**src/mph_regs.svh**
```systemverilog
`ifndef MPH_REGS_SVH
`define MPH_REGS_SVH
// register byte offsets on the control bus
`define MPH_CTRL_OFS 8'h00
`define MPH_STRAPS_OFS 8'h04
`define MPH_STATUS_OFS 8'h08
`define MPH_ADDR_OFS 8'h0C
// reset values
`define MPH_CTRL_RESET 32'h00000001
`define MPH_UPPER_RESET 11'h000
// control register fields
`define MPH_CTRL_ENABLE 0
// strap positions
`define MPH_STRAP_BUSSEL_HI 3
`define MPH_STRAP_BUSSEL_LO 1
`define MPH_STRAP_ORDER 4
`define MPH_STRAP_POL 5
`define MPH_STRAP_ALT 11
`define MPH_STRAP_HALVE 12
`define MPH_STRAP_DRIVE 15
`define MPH_BUSSEL_MUX 3'h7
// address layout
`define MPH_REGION_BIT 23
`define MPH_ALIAS_HI 20
// axi responses
`define MPH_RESP_OKAY 2'h0
`define MPH_RESP_SLVERR 2'h2
// synchroniser width: nine control pins, 13 address, 16 data, 16 straps
`define MPH_SYNC_W 54
`endif

```
**src/mph_pkg.sv**
```systemverilog
package mph_pkg;
  // host access sequencer states
  typedef enum logic [1:0] {ST_IDLE, ST_REQ, ST_ALIGN, ST_DONE} mph_state_type;
  // target region of an access
  typedef enum logic {REGION_REG, REGION_BUF} mph_region_type;
endpackage

```
**src/mph_sync.sv**
```systemverilog
`timescale 1ns/1ps
`default_nettype none
// two flop synchroniser for a bundle of pins
module mph_sync
#(
  parameter int W = 1
)
(
  input wire logic aclk,
  input wire logic [W-1:0] d,
  output logic [W-1:0] q
);
  // first stage, read only by the second
  logic [W-1:0] meta_q;

  // no reset: straps must already be valid when reset lifts
  always_ff @(posedge aclk)
  begin
    meta_q <= d;
    q <= meta_q;
  end
endmodule
`default_nettype wire

```
**src/mph_clk_div.sv**
```systemverilog
`timescale 1ns/1ps
`default_nettype none
// host clock edge detect with optional halving
module mph_clk_div
(
  input wire logic aclk,
  input wire logic aresetn,
  input wire logic clk_lvl,
  input wire logic halve,
  output logic tick
);
  // previous level and halving phase
  logic lvl_q;
  logic phase_q;
  wire logic rise;

  assign rise = clk_lvl && !lvl_q;

  // edge history
  always_ff @(posedge aclk)
  begin
    if (!aresetn)
      lvl_q <= 1'b0;
    else
      lvl_q <= clk_lvl;
  end

  // phase toggles per host edge when halving
  always_ff @(posedge aclk)
  begin
    if (!aresetn)
      phase_q <= 1'b0;
    else if (!halve)
      phase_q <= 1'b0;
    else if (rise)
      phase_q <= !phase_q;
  end

  // one pulse per divided host clock
  always_ff @(posedge aclk)
  begin
    if (!aresetn)
      tick <= 1'b0;
    else
      tick <= rise && (!halve || phase_q);
  end
endmodule
`default_nettype wire

```
**src/mph_port.sv**
```systemverilog
// Our own choices: the AXI4-Lite register port and the address map.
`timescale 1ns/1ps
`default_nettype none
`include "mph_regs.svh"
// Functional notes
// - port latches upper address bits internally
// - halving strap divides host clock by two
// - host control pins are synchronised internally
// - all sixteen straps captured at reset release
// - straps 111 plus alternate select this port
// - alternate strap picks alternate interface set
// - polarity strap sets wait asserting level
// - drive strap: wait always driven, else driven only while selected
// - attribute and io accesses both answered
// - low half registers, high half buffer, aliased
// - upper strobe falling edge marks upper bits
// - io read or general read starts read
// - io write or low write starts write
// - wait held until data ready or accepted
module mph_port
(
  input wire logic aclk,
  input wire logic aresetn,
  input wire logic [7:0] s_axil_awaddr,
  input wire logic s_axil_awvalid,
  output logic s_axil_awready,
  input wire logic [31:0] s_axil_wdata,
  input wire logic [3:0] s_axil_wstrb,
  input wire logic s_axil_wvalid,
  output logic s_axil_wready,
  output logic [1:0] s_axil_bresp,
  output logic s_axil_bvalid,
  input wire logic s_axil_bready,
  input wire logic [7:0] s_axil_araddr,
  input wire logic s_axil_arvalid,
  output logic s_axil_arready,
  output logic [31:0] s_axil_rdata,
  output logic [1:0] s_axil_rresp,
  output logic s_axil_rvalid,
  input wire logic s_axil_rready,
  input wire logic host_port_clock,
  input wire logic upper_addr_strobe_in,
  input wire logic card_space_n,
  input wire logic io_read_strobe_in,
  input wire logic io_write_strobe_in,
  input wire logic read_strobe_n,
  input wire logic write_strobe_low_n,
  input wire logic byte_en_high_n,
  input wire logic byte_en_low_n,
  input wire logic [12:0] addr_in,
  input wire logic [15:0] data_in,
  output logic [15:0] data_out,
  output logic data_oe,
  output logic wait_out,
  output logic wait_oe,
  input wire logic [15:0] config_straps_in,
  output logic [15:0] config_straps,
  output logic alt_interface_sel,
  output logic port_active,
  output logic mem_req,
  output logic mem_write,
  output var mph_pkg::mph_region_type mem_region,
  output logic [20:0] mem_addr,
  output logic [15:0] mem_wdata,
  output logic [1:0] mem_byte_en,
  input wire logic mem_ack,
  input wire logic [15:0] mem_rdata
);
  import mph_pkg::*;

  // swap byte lanes for big endian hosts
  function automatic logic [15:0] order_bytes(input logic [15:0] d, input logic little);
    order_bytes = little ? d : {d[7:0], d[15:8]};
  endfunction

  // true for an offset inside the register block
  function automatic logic is_mapped(input logic [7:0] a);
    is_mapped = (a[7:4] == 4'h0);
  endfunction

  // raw pin bundle and its synchronised copy
  wire logic [`MPH_SYNC_W-1:0] raw_bus;
  logic [`MPH_SYNC_W-1:0] s_bus;
  // synchronised pins
  wire logic s_hclk, s_ale, s_space_n, s_iord_n, s_iowr_n;
  wire logic s_rd_n, s_we0_n, s_be_hi_n, s_be_lo_n;
  wire logic [12:0] s_addr;
  wire logic [15:0] s_data;
  wire logic [15:0] s_straps;

  assign raw_bus = {host_port_clock, upper_addr_strobe_in, card_space_n, io_read_strobe_in,
                    io_write_strobe_in, read_strobe_n, write_strobe_low_n, byte_en_high_n,
                    byte_en_low_n, addr_in, data_in, config_straps_in};
  assign {s_hclk, s_ale, s_space_n, s_iord_n, s_iowr_n, s_rd_n, s_we0_n, s_be_hi_n,
          s_be_lo_n, s_addr, s_data, s_straps} = s_bus;

  // every host pin passes two flops
  mph_sync #(.W(`MPH_SYNC_W)) u_sync
  (
    .aclk(aclk),
    .d(raw_bus),
    .q(s_bus)
  );

  // captured straps and capture done flag
  logic [15:0] cfg_q;
  logic cfg_valid_q;

  // straps taken on first edge after reset release
  always_ff @(posedge aclk)
  begin
    if (!aresetn)
    begin
      cfg_q <= 16'h0000;
      cfg_valid_q <= 1'b0;
    end
    else if (!cfg_valid_q)
    begin
      cfg_q <= s_straps;
      cfg_valid_q <= 1'b1;
    end
  end

  // configuration decode
  wire logic little_end, hold_pol, hold_drive, halve, port_ok;
  assign little_end = cfg_q[`MPH_STRAP_ORDER];
  assign hold_pol = cfg_q[`MPH_STRAP_POL];
  assign hold_drive = cfg_q[`MPH_STRAP_DRIVE];
  assign halve = cfg_q[`MPH_STRAP_HALVE];
  assign port_ok = cfg_valid_q && cfg_q[`MPH_STRAP_ALT]
                   && (cfg_q[`MPH_STRAP_BUSSEL_HI:`MPH_STRAP_BUSSEL_LO] == `MPH_BUSSEL_MUX);

  // host clock tick, halved by strap
  logic host_tick;
  mph_clk_div u_div
  (
    .aclk(aclk),
    .aresetn(aresetn),
    .clk_lvl(s_hclk),
    .halve(halve),
    .tick(host_tick)
  );

  // upper address latch and strobe history
  logic ale_q;
  logic [10:0] upper_q;
  wire logic ale_fall;
  assign ale_fall = ale_q && !s_ale;

  // latch upper bits on strobe falling edge
  always_ff @(posedge aclk)
  begin
    if (!aresetn)
    begin
      ale_q <= 1'b0;
      upper_q <= `MPH_UPPER_RESET;
    end
    else
    begin
      ale_q <= s_ale;
      if (ale_fall)
        upper_q <= s_addr[10:0];
    end
  end

  // software enable from control register
  logic [31:0] ctrl_q;
  // access decode
  wire logic [23:0] full_addr;
  wire logic rd_req, wr_req, sel_win, start;
  assign full_addr = {upper_q, s_addr};
  assign rd_req = !s_iord_n || !s_rd_n;
  assign wr_req = !s_iowr_n || !s_we0_n;
  // attribute and io space share one select, no io mode needed
  assign sel_win = port_ok && !s_space_n && ctrl_q[`MPH_CTRL_ENABLE];
  assign start = sel_win && (rd_req || wr_req);

  // sequencer state
  mph_state_type state_q, state_d;
  logic is_read_q;
  logic busy_d;

  // next state
  always_comb
  begin
    state_d = state_q;
    unique case (state_q)
      ST_IDLE: if (start) state_d = ST_REQ;
      ST_REQ: if (mem_ack) state_d = ST_ALIGN;
      ST_ALIGN: if (host_tick) state_d = ST_DONE;
      ST_DONE: if (!rd_req && !wr_req) state_d = ST_IDLE;
    endcase
  end

  // wait held through request and clock alignment
  assign busy_d = (state_q == ST_IDLE && start) || state_q == ST_REQ || state_q == ST_ALIGN;

  // state register
  always_ff @(posedge aclk)
  begin
    if (!aresetn)
      state_q <= ST_IDLE;
    else
      state_q <= state_d;
  end

  // internal request toward registers and buffer
  logic [23:0] last_addr_q;
  always_ff @(posedge aclk)
  begin
    if (!aresetn)
    begin
      mem_req <= 1'b0;
      mem_write <= 1'b0;
      mem_region <= REGION_REG;
      mem_addr <= 21'h000000;
      mem_wdata <= 16'h0000;
      mem_byte_en <= 2'h0;
      last_addr_q <= 24'h000000;
      is_read_q <= 1'b0;
    end
    else if (state_q == ST_IDLE && start)
    begin
      mem_req <= 1'b1;
      mem_write <= !rd_req;
      is_read_q <= rd_req;
      // top bit picks region; bits above alias range ignored
      mem_region <= full_addr[`MPH_REGION_BIT] ? REGION_BUF : REGION_REG;
      mem_addr <= full_addr[`MPH_ALIAS_HI:0];
      mem_wdata <= order_bytes(s_data, little_end);
      mem_byte_en <= {!s_be_hi_n, !s_be_lo_n};
      last_addr_q <= full_addr;
    end
    else if (state_q == ST_REQ && mem_ack)
      mem_req <= 1'b0;
  end

  // read data onto host bus until strobes drop
  always_ff @(posedge aclk)
  begin
    if (!aresetn)
    begin
      data_out <= 16'h0000;
      data_oe <= 1'b0;
    end
    else if (state_q == ST_REQ && mem_ack && is_read_q)
    begin
      data_out <= order_bytes(mem_rdata, little_end);
      data_oe <= 1'b1;
    end
    else if (state_d == ST_IDLE)
      data_oe <= 1'b0;
  end

  // wait pin level and enable
  logic busy_q;
  always_ff @(posedge aclk)
  begin
    if (!aresetn)
    begin
      busy_q <= 1'b0;
      wait_out <= 1'b0;
      wait_oe <= 1'b0;
    end
    else
    begin
      busy_q <= busy_d;
      wait_out <= hold_pol ? busy_d : !busy_d;
      wait_oe <= cfg_valid_q && (hold_drive || sel_win);
    end
  end

  // configuration outputs
  always_ff @(posedge aclk)
  begin
    if (!aresetn)
    begin
      config_straps <= 16'h0000;
      alt_interface_sel <= 1'b0;
      port_active <= 1'b0;
    end
    else
    begin
      config_straps <= cfg_q;
      alt_interface_sel <= cfg_valid_q && cfg_q[`MPH_STRAP_ALT];
      port_active <= port_ok;
    end
  end

  // axi write side holding state
  logic aw_got_q, w_got_q;
  logic [7:0] awaddr_q;
  logic [31:0] wdata_q;
  logic [3:0] wstrb_q;
  wire logic aw_hs, w_hs, wr_do, ar_hs;
  assign aw_hs = s_axil_awvalid && s_axil_awready;
  assign w_hs = s_axil_wvalid && s_axil_wready;
  assign wr_do = aw_got_q && w_got_q && !s_axil_bvalid;
  assign ar_hs = s_axil_arvalid && s_axil_arready;

  // address and data taken in either order
  always_ff @(posedge aclk)
  begin
    if (!aresetn)
    begin
      aw_got_q <= 1'b0;
      w_got_q <= 1'b0;
      awaddr_q <= 8'h00;
      wdata_q <= 32'h00000000;
      wstrb_q <= 4'h0;
    end
    else if (wr_do)
    begin
      aw_got_q <= 1'b0;
      w_got_q <= 1'b0;
    end
    else
    begin
      if (aw_hs)
      begin
        aw_got_q <= 1'b1;
        awaddr_q <= s_axil_awaddr;
      end
      if (w_hs)
      begin
        w_got_q <= 1'b1;
        wdata_q <= s_axil_wdata;
        wstrb_q <= s_axil_wstrb;
      end
    end
  end

  // ready flags drop on capture, rise when slot free
  always_ff @(posedge aclk)
  begin
    if (!aresetn)
    begin
      s_axil_awready <= 1'b0;
      s_axil_wready <= 1'b0;
    end
    else
    begin
      s_axil_awready <= !aw_hs && !aw_got_q && !s_axil_awready ? !s_axil_bvalid : !aw_hs && !aw_got_q;
      s_axil_wready <= !w_hs && !w_got_q && !s_axil_wready ? !s_axil_bvalid : !w_hs && !w_got_q;
    end
  end

  // control register and write response
  always_ff @(posedge aclk)
  begin
    if (!aresetn)
    begin
      ctrl_q <= `MPH_CTRL_RESET;
      s_axil_bvalid <= 1'b0;
      s_axil_bresp <= `MPH_RESP_OKAY;
    end
    else if (wr_do)
    begin
      s_axil_bvalid <= 1'b1;
      s_axil_bresp <= is_mapped(awaddr_q) ? `MPH_RESP_OKAY : `MPH_RESP_SLVERR;
      if (awaddr_q == `MPH_CTRL_OFS && wstrb_q[0])
        ctrl_q <= {24'h000000, 7'h00, wdata_q[0]};
    end
    else if (s_axil_bready)
      s_axil_bvalid <= 1'b0;
  end

  // read data select
  wire logic [31:0] rd_word;
  wire logic [31:0] status_word;
  assign status_word = {5'h00, upper_q, 12'h000, port_ok, cfg_valid_q, state_q};
  assign rd_word = !is_mapped(s_axil_araddr) ? 32'h00000000 :
                   s_axil_araddr[3:2] == `MPH_CTRL_OFS >> 2 ? ctrl_q :
                   s_axil_araddr[3:2] == `MPH_STRAPS_OFS >> 2 ? {16'h0000, cfg_q} :
                   s_axil_araddr[3:2] == `MPH_STATUS_OFS >> 2 ? status_word :
                   {8'h00, last_addr_q};

  // read channel
  always_ff @(posedge aclk)
  begin
    if (!aresetn)
    begin
      s_axil_arready <= 1'b0;
      s_axil_rvalid <= 1'b0;
      s_axil_rdata <= 32'h00000000;
      s_axil_rresp <= `MPH_RESP_OKAY;
    end
    else if (ar_hs)
    begin
      s_axil_arready <= 1'b0;
      s_axil_rvalid <= 1'b1;
      s_axil_rdata <= rd_word;
      s_axil_rresp <= is_mapped(s_axil_araddr) ? `MPH_RESP_OKAY : `MPH_RESP_SLVERR;
    end
    else
    begin
      if (s_axil_rready)
        s_axil_rvalid <= 1'b0;
      if (!s_axil_rvalid)
        s_axil_arready <= 1'b1;
    end
  end
endmodule
`default_nettype wire

```
**config.mk**
```make
export PLATFORM = sky130hd
export DESIGN_NAME = mph_port
export DESIGN_NICKNAME = d
export VERILOG_FILES = /design/src/mph_pkg.sv /design/src/mph_sync.sv /design/src/mph_clk_div.sv /design/src/mph_port.sv
export VERILOG_INCLUDE_DIRS = /design/src
export SDC_FILE = /design/constraint.sdc
export NUM_CORES = 1
export LEC_CHECK = 0
export ABC_CLOCK_PERIOD_IN_PS = 2200
export BUFFER_PORTS_ARGS = -buffer_cell sky130_fd_sc_hd__buf_2
export CAP_MARGIN = 20
export CORE_UTILIZATION = 24
export CTS_CLUSTER_SIZE = 30
export DETAILED_ROUTE_END_ITERATION = 7
export PLACE_DENSITY = 0.48
export SLEW_MARGIN = 20
export SYNTH_ARGS = -nofsm -noshare
export SYNTH_HDL_FRONTEND = slang
export SYNTH_SLANG_ARGS = --single-unit
export TNS_END_PERCENT = 1
```
**constraint.sdc**
```tcl
create_clock -name aclk -period 2.2 [get_ports aclk]
set_input_delay 0.33 -clock aclk [delete_from_list [all_inputs] [get_ports aclk]]
set_output_delay 0.33 -clock aclk [all_outputs]
set_load 0.02 [all_outputs]
```
==> Implementation_results.wiki <==
{| class="wikitable"
! Metric !! Value
|-
| Crit. End Element || flip-flop
|-
| Clock latency on the worst-skew pair || 580 ps
|-
| Maximum root-to-sink buffer count || 3
|-
| Floorplan core area || 34600 sq um
|-
| CP peak stage delay || 680 ps
|-
| Clock-pin slew on the worst setup and hold paths || 60 ps
|-
| Status || finished clean
|-
| Dominant combinational cell family by area after synthesis || simple AND/OR/NAND/NOR gates
|-
| Worst setup slack for register-to-register paths || 460 ps
|-
| Overall die area || 36000 sq um
|-
| Cell-by-cell listing of the critical path || nand4b_1 > or4_4 > nand2_1 > a21oi_1
|-
| Average wire per standard cell || 14.5 microns
|-
| Count of maximum capacitance violations || 0
|-
| Final Wtd Congestion || 0.721
|-
| Vertical extent of the die || 190 microns
|-
| Area of all sequential standard cells || 5430 sq um
|-
| Number of buffers added by the clock tree synthesis step || 30
|-
| Final number of max-transition violations || 0
|-
| Post-synthesis xor/xnor area fraction || 0.104%
|-
| Cell leakage power || 0.00493 uW
|-
| Worst min path class || in2reg
|-
| Critical-path top delay cell || sky130_fd_sc_hd__or4_4
|-
| Count of nets after finishing || 1168
|-
| Total congestion overflow || 0
|-
| Seq/Total Area, Yosys || 64.2%
|-
| Number of storage elements in the synthesis netlist || 271
|-
| Endpoint of the lowest-slack register-to-register path || mem_write$_SDFFE_PN0P_
|-
| Area grow syn2layout || 37.2%
|-
| Reg power frac || 46.5%
|-
| Setup TNS Final || 0 ps
|-
| Count of flip-flops with a built-in enable after synthesis || 0
|-
| CTS tree || yes
|-
| Power density over the cells || 956 nW/um^2
|-
| Unique cell type count in the Yosys netlist || 42
|-
| Final WL || 22.0 mm
|-
| Number of antenna violations at the first check in global routing || 1
|-
| Final setup fails || 0
|-
| Horizontal die dimension || 190 microns
|-
| Warnings, synthesis || 0
|-
| Adder-cell share of the synthesized area || 0%
|-
| Share of synthesized cell area in and, or, nand and nor gates || 12.5%
|-
| Final worst path period share || 79.1%
|-
| Antenna-violating nets left || 0
|-
| Data arrival time at the worst-slack endpoint || 2170 ps
|-
| All-Layer GR Usage || 12.0%
|-
| Port bufs || 206
|-
| Top fanout value on the critical path || 29
|-
| DRC marker count from the first detailed-route iteration || 230
|-
| Flip-flop cell with the highest count after synthesis || sky130_fd_sc_hd__dfxtp_1
|-
| Buffers inserted during post-CTS setup optimization || 0
|-
| Min Hold Slack || 24.6 ps
|-
| Synthesized instance count || 783
|-
| Post-synthesis compound-gate area fraction || 8.48%
|-
| Clock group share of total power || 48.7%
|-
| Netlist area before placement || 8450 sq um
|-
| Launch point of the worst reg-to-reg path || cfg_q[11]$_SDFFE_PN0N_
|-
| Startpoint of the most critical hold path || s_axil_awaddr[2]
|-
| Wire length of the first global-routing pass || 33.1 mm
|-
| IR drop worst, VDD || 624 uV
|-
| Worst Tran Pin Value || 515 ps
|-
| Switching power || 2400 uW
|-
| Maximum clock frequency || 0.575 GHz
|-
| Unrepaired setup endpoints after global routing || false
|-
| Number of placement rows || 68
|-
| Number of failing hold endpoints at the final stage || 0
|-
| Diode count || 0
|-
| Total DRC errors in the routed layout || 0
|-
| Kind of cell adding the most delay to the critical path || simple AND/OR/NAND/NOR gates
|-
| Crit start category || flip-flop
|-
| Clock period minus worst slack || 1740 ps
|-
| Headroom to the max-slew limit || 65.4%
|-
| Clock root cell || sky130_fd_sc_hd__clkbuf_16
|-
| Share of layout cells above drive strength 1 || 27.2%
|-
| Synthesized area per cell || 10.8 sq um
|-
| Boundary pin count || 250
|-
| Crit path launch || cfg_q[11]$_SDFFE_PN0N_
|-
| HPWL after detailed placement || 15.3 mm
|-
| Detailed Routing Iterations Pass 1 || 4
|-
| Logic pwr share || 4.8%
|-
| Required time of the critical path || 2630 ps
|-
| Destination of the critical timing path || mem_write$_SDFFE_PN0P_
|-
| Drt via density || 3.98
|-
| Number of levels the H-tree was split into || 1
|-
| Mux share of post-synthesis cell area || 9.77%
|-
| Critical path class || reg2reg
|-
| WP buf/inv || 0
|-
| Stages on worst setup path || 4
|-
| Filler cells || 3532
|-
| Clock sink count || 271
|-
| Length in cells of the worst reg-to-reg path || 4
|-
| Switching Fraction || 21.6%
|-
| Cell-internal power || 8690 uW
|-
| Share of flip-flops with an asynchronous set or reset || 0%
|-
| Setup Skew || 27.3 ps
|-
| Multi-input logic area || 2640 sq um
|-
| Initial cell density of the core || 24.4%
|-
| Maximum number of pins on one net before global-route repair || 58
|-
| Count of vias placed by the detailed router || 6037
|-
| Via count of the first global-routing pass || 5821
|}
## cell families after synthesis
kind of cell | Yosys count
buf+inv | 75
other cells | 1
flops | 271
simple gates | 234
xor+xnor | 1
mux | 81
compound gates | 120
## layer usage
| metal | wire (microns) | vias up | track usage, % |
|---|---|---|---|
| li1 | - | 3120 | - |
| met5 | 0 | - | 0 |
| met3 | 1420 | 41 | 3.15 |
| met1 | 10000 | 2714 | 15.7 |
| met4 | 630 | 0 | 3.97 |
| met2 | 9900 | 162 | 19.1 |
## per-stage QoR
step	total power [uW]	std cells	cell area (sq um)	util, %	setup WS (ps)
6_report	11100	1517	11600	33.5	460
5_1_grt	11500	1517	11600	33.5	291
4_1_cts	11300	1517	11600	33.5	438
3_5_place_dp	5720	1398	9870	28.5	425
3_3_place_gp	5720	1398	9870	28.5	469
2_1_floorplan	5510	789	8480	-	575
## how the worst min path moves through the flow
stage,end,cells past startpoint
2_1_floorplan,u_sync.q[0]$_DFF_P_,0
3_3_place_gp,u_sync.q[12]$_DFF_P_,0
3_5_place_dp,u_sync.q[17]$_DFF_P_,0
4_1_cts,awaddr_q[2]$_SDFFE_PN0P_,3
5_1_grt,cfg_valid_q$_DFF_P_,1
6_report,awaddr_q[2]$_SDFFE_PN0P_,3
## final cells by class
type,count,area share (%)
timing repair buffer,288,15.9
clock inverter,16,2.12
tap,455,4.91
inverter,4,0.151
multi-input combinational,443,22.8
clock buffer,40,7.40
sequential,271,46.8
## tightest hold or removal path, delay by kind of cell
| family | cells | cell delay [ps] |
|---|---|---|
| buffers and inverters | 1 | 80 |
| muxes | 1 | 60 |
| and+or+nand+nor | 1 | 70 |
## cell usage after synthesis (all sizes together) (3+ instances only)
cell type | instances | area (sq um)
buf | 47 | 309
nand2 | 105 | 394
o21ai | 29 | 145
nor3 | 4 | 20.0
clkbuf | 24 | 90.1
and3 | 6 | 37.5
dfxtp | 271 | 5430
nand4 | 3 | 18.8
nor2 | 69 | 259
nand2b | 5 | 31.3
inv | 4 | 15.0
nor2b | 5 | 31.3
a22oi | 3 | 22.5
a211oi | 34 | 255
nor4 | 4 | 40.0
mux2i | 78 | 781
and2 | 19 | 119
a22o | 3 | 26.3
a21oi | 46 | 230
nand3 | 3 | 15.0
## cells in the final DEF (no fill, tap or decap), types with 3 or more instances in the layout
cell type | netlist | final
sky130_fd_sc_hd__nor3_1 | 4 | 4
sky130_fd_sc_hd__o21ai_0 | 29 | 29
sky130_fd_sc_hd__a211oi_1 | 34 | 34
sky130_fd_sc_hd__a21oi_1 | 46 | 46
sky130_fd_sc_hd__clkinv_4 | 0 | 3
sky130_fd_sc_hd__nor2b_1 | 5 | 5
sky130_fd_sc_hd__clkbuf_1 | 24 | 3
sky130_fd_sc_hd__mux2i_1 | 78 | 78
sky130_fd_sc_hd__dfxtp_1 | 271 | 270
sky130_fd_sc_hd__conb_1 | 1 | 7
sky130_fd_sc_hd__nand2_1 | 105 | 105
sky130_fd_sc_hd__buf_4 | 28 | 16
sky130_fd_sc_hd__nand2b_1 | 5 | 5
sky130_fd_sc_hd__buf_12 | 0 | 3
sky130_fd_sc_hd__a22oi_1 | 3 | 3
sky130_fd_sc_hd__a22o_1 | 3 | 3
sky130_fd_sc_hd__clkbuf_8 | 0 | 7
sky130_fd_sc_hd__nand3_1 | 3 | 3
sky130_fd_sc_hd__inv_1 | 3 | 3
sky130_fd_sc_hd__nor4_1 | 3 | 3
sky130_fd_sc_hd__and2_1 | 19 | 19
sky130_fd_sc_hd__and3_1 | 6 | 6
sky130_fd_sc_hd__clkinv_2 | 0 | 5
sky130_fd_sc_hd__dlygate4sd3_1 | 0 | 63
sky130_fd_sc_hd__buf_2 | 10 | 206
sky130_fd_sc_hd__bufinv_16 | 0 | 5
sky130_fd_sc_hd__clkbuf_16 | 0 | 30
sky130_fd_sc_hd__nand4_1 | 3 | 3
sky130_fd_sc_hd__nor2_1 | 69 | 67
## power groups by stage
stage | logic [uW] | registers (uW) | clock network (uW)
5_1_grt | 585 | 5180 | 5780
3_5_place_dp | 451 | 5270 | 0
3_3_place_gp | 448 | 5270 | 0
4_1_cts | 542 | 5160 | 5570
6_report | 533 | 5160 | 5400
2_1_floorplan | 248 | 5260 | 0
## timing repair
item,4_1_cts,5_1_grt
endpoints found under the hold margin,63,0
hold buffers,63,0
gates resized for setup,0,0
setup endpoints to repair,0,0
## state kept, by name, indices dropped and copies added (netlist names), 3 cells and up
name and cells:
awaddr_q 8, cfg_q 16, config_straps 16, data_out 16
last_addr_q 3, mem_addr 20, mem_wdata 16, s_axil_rdata 27
u_sync.meta_q 54, u_sync.q 54, upper_q 11
Power figures use the tool's default switching activity.
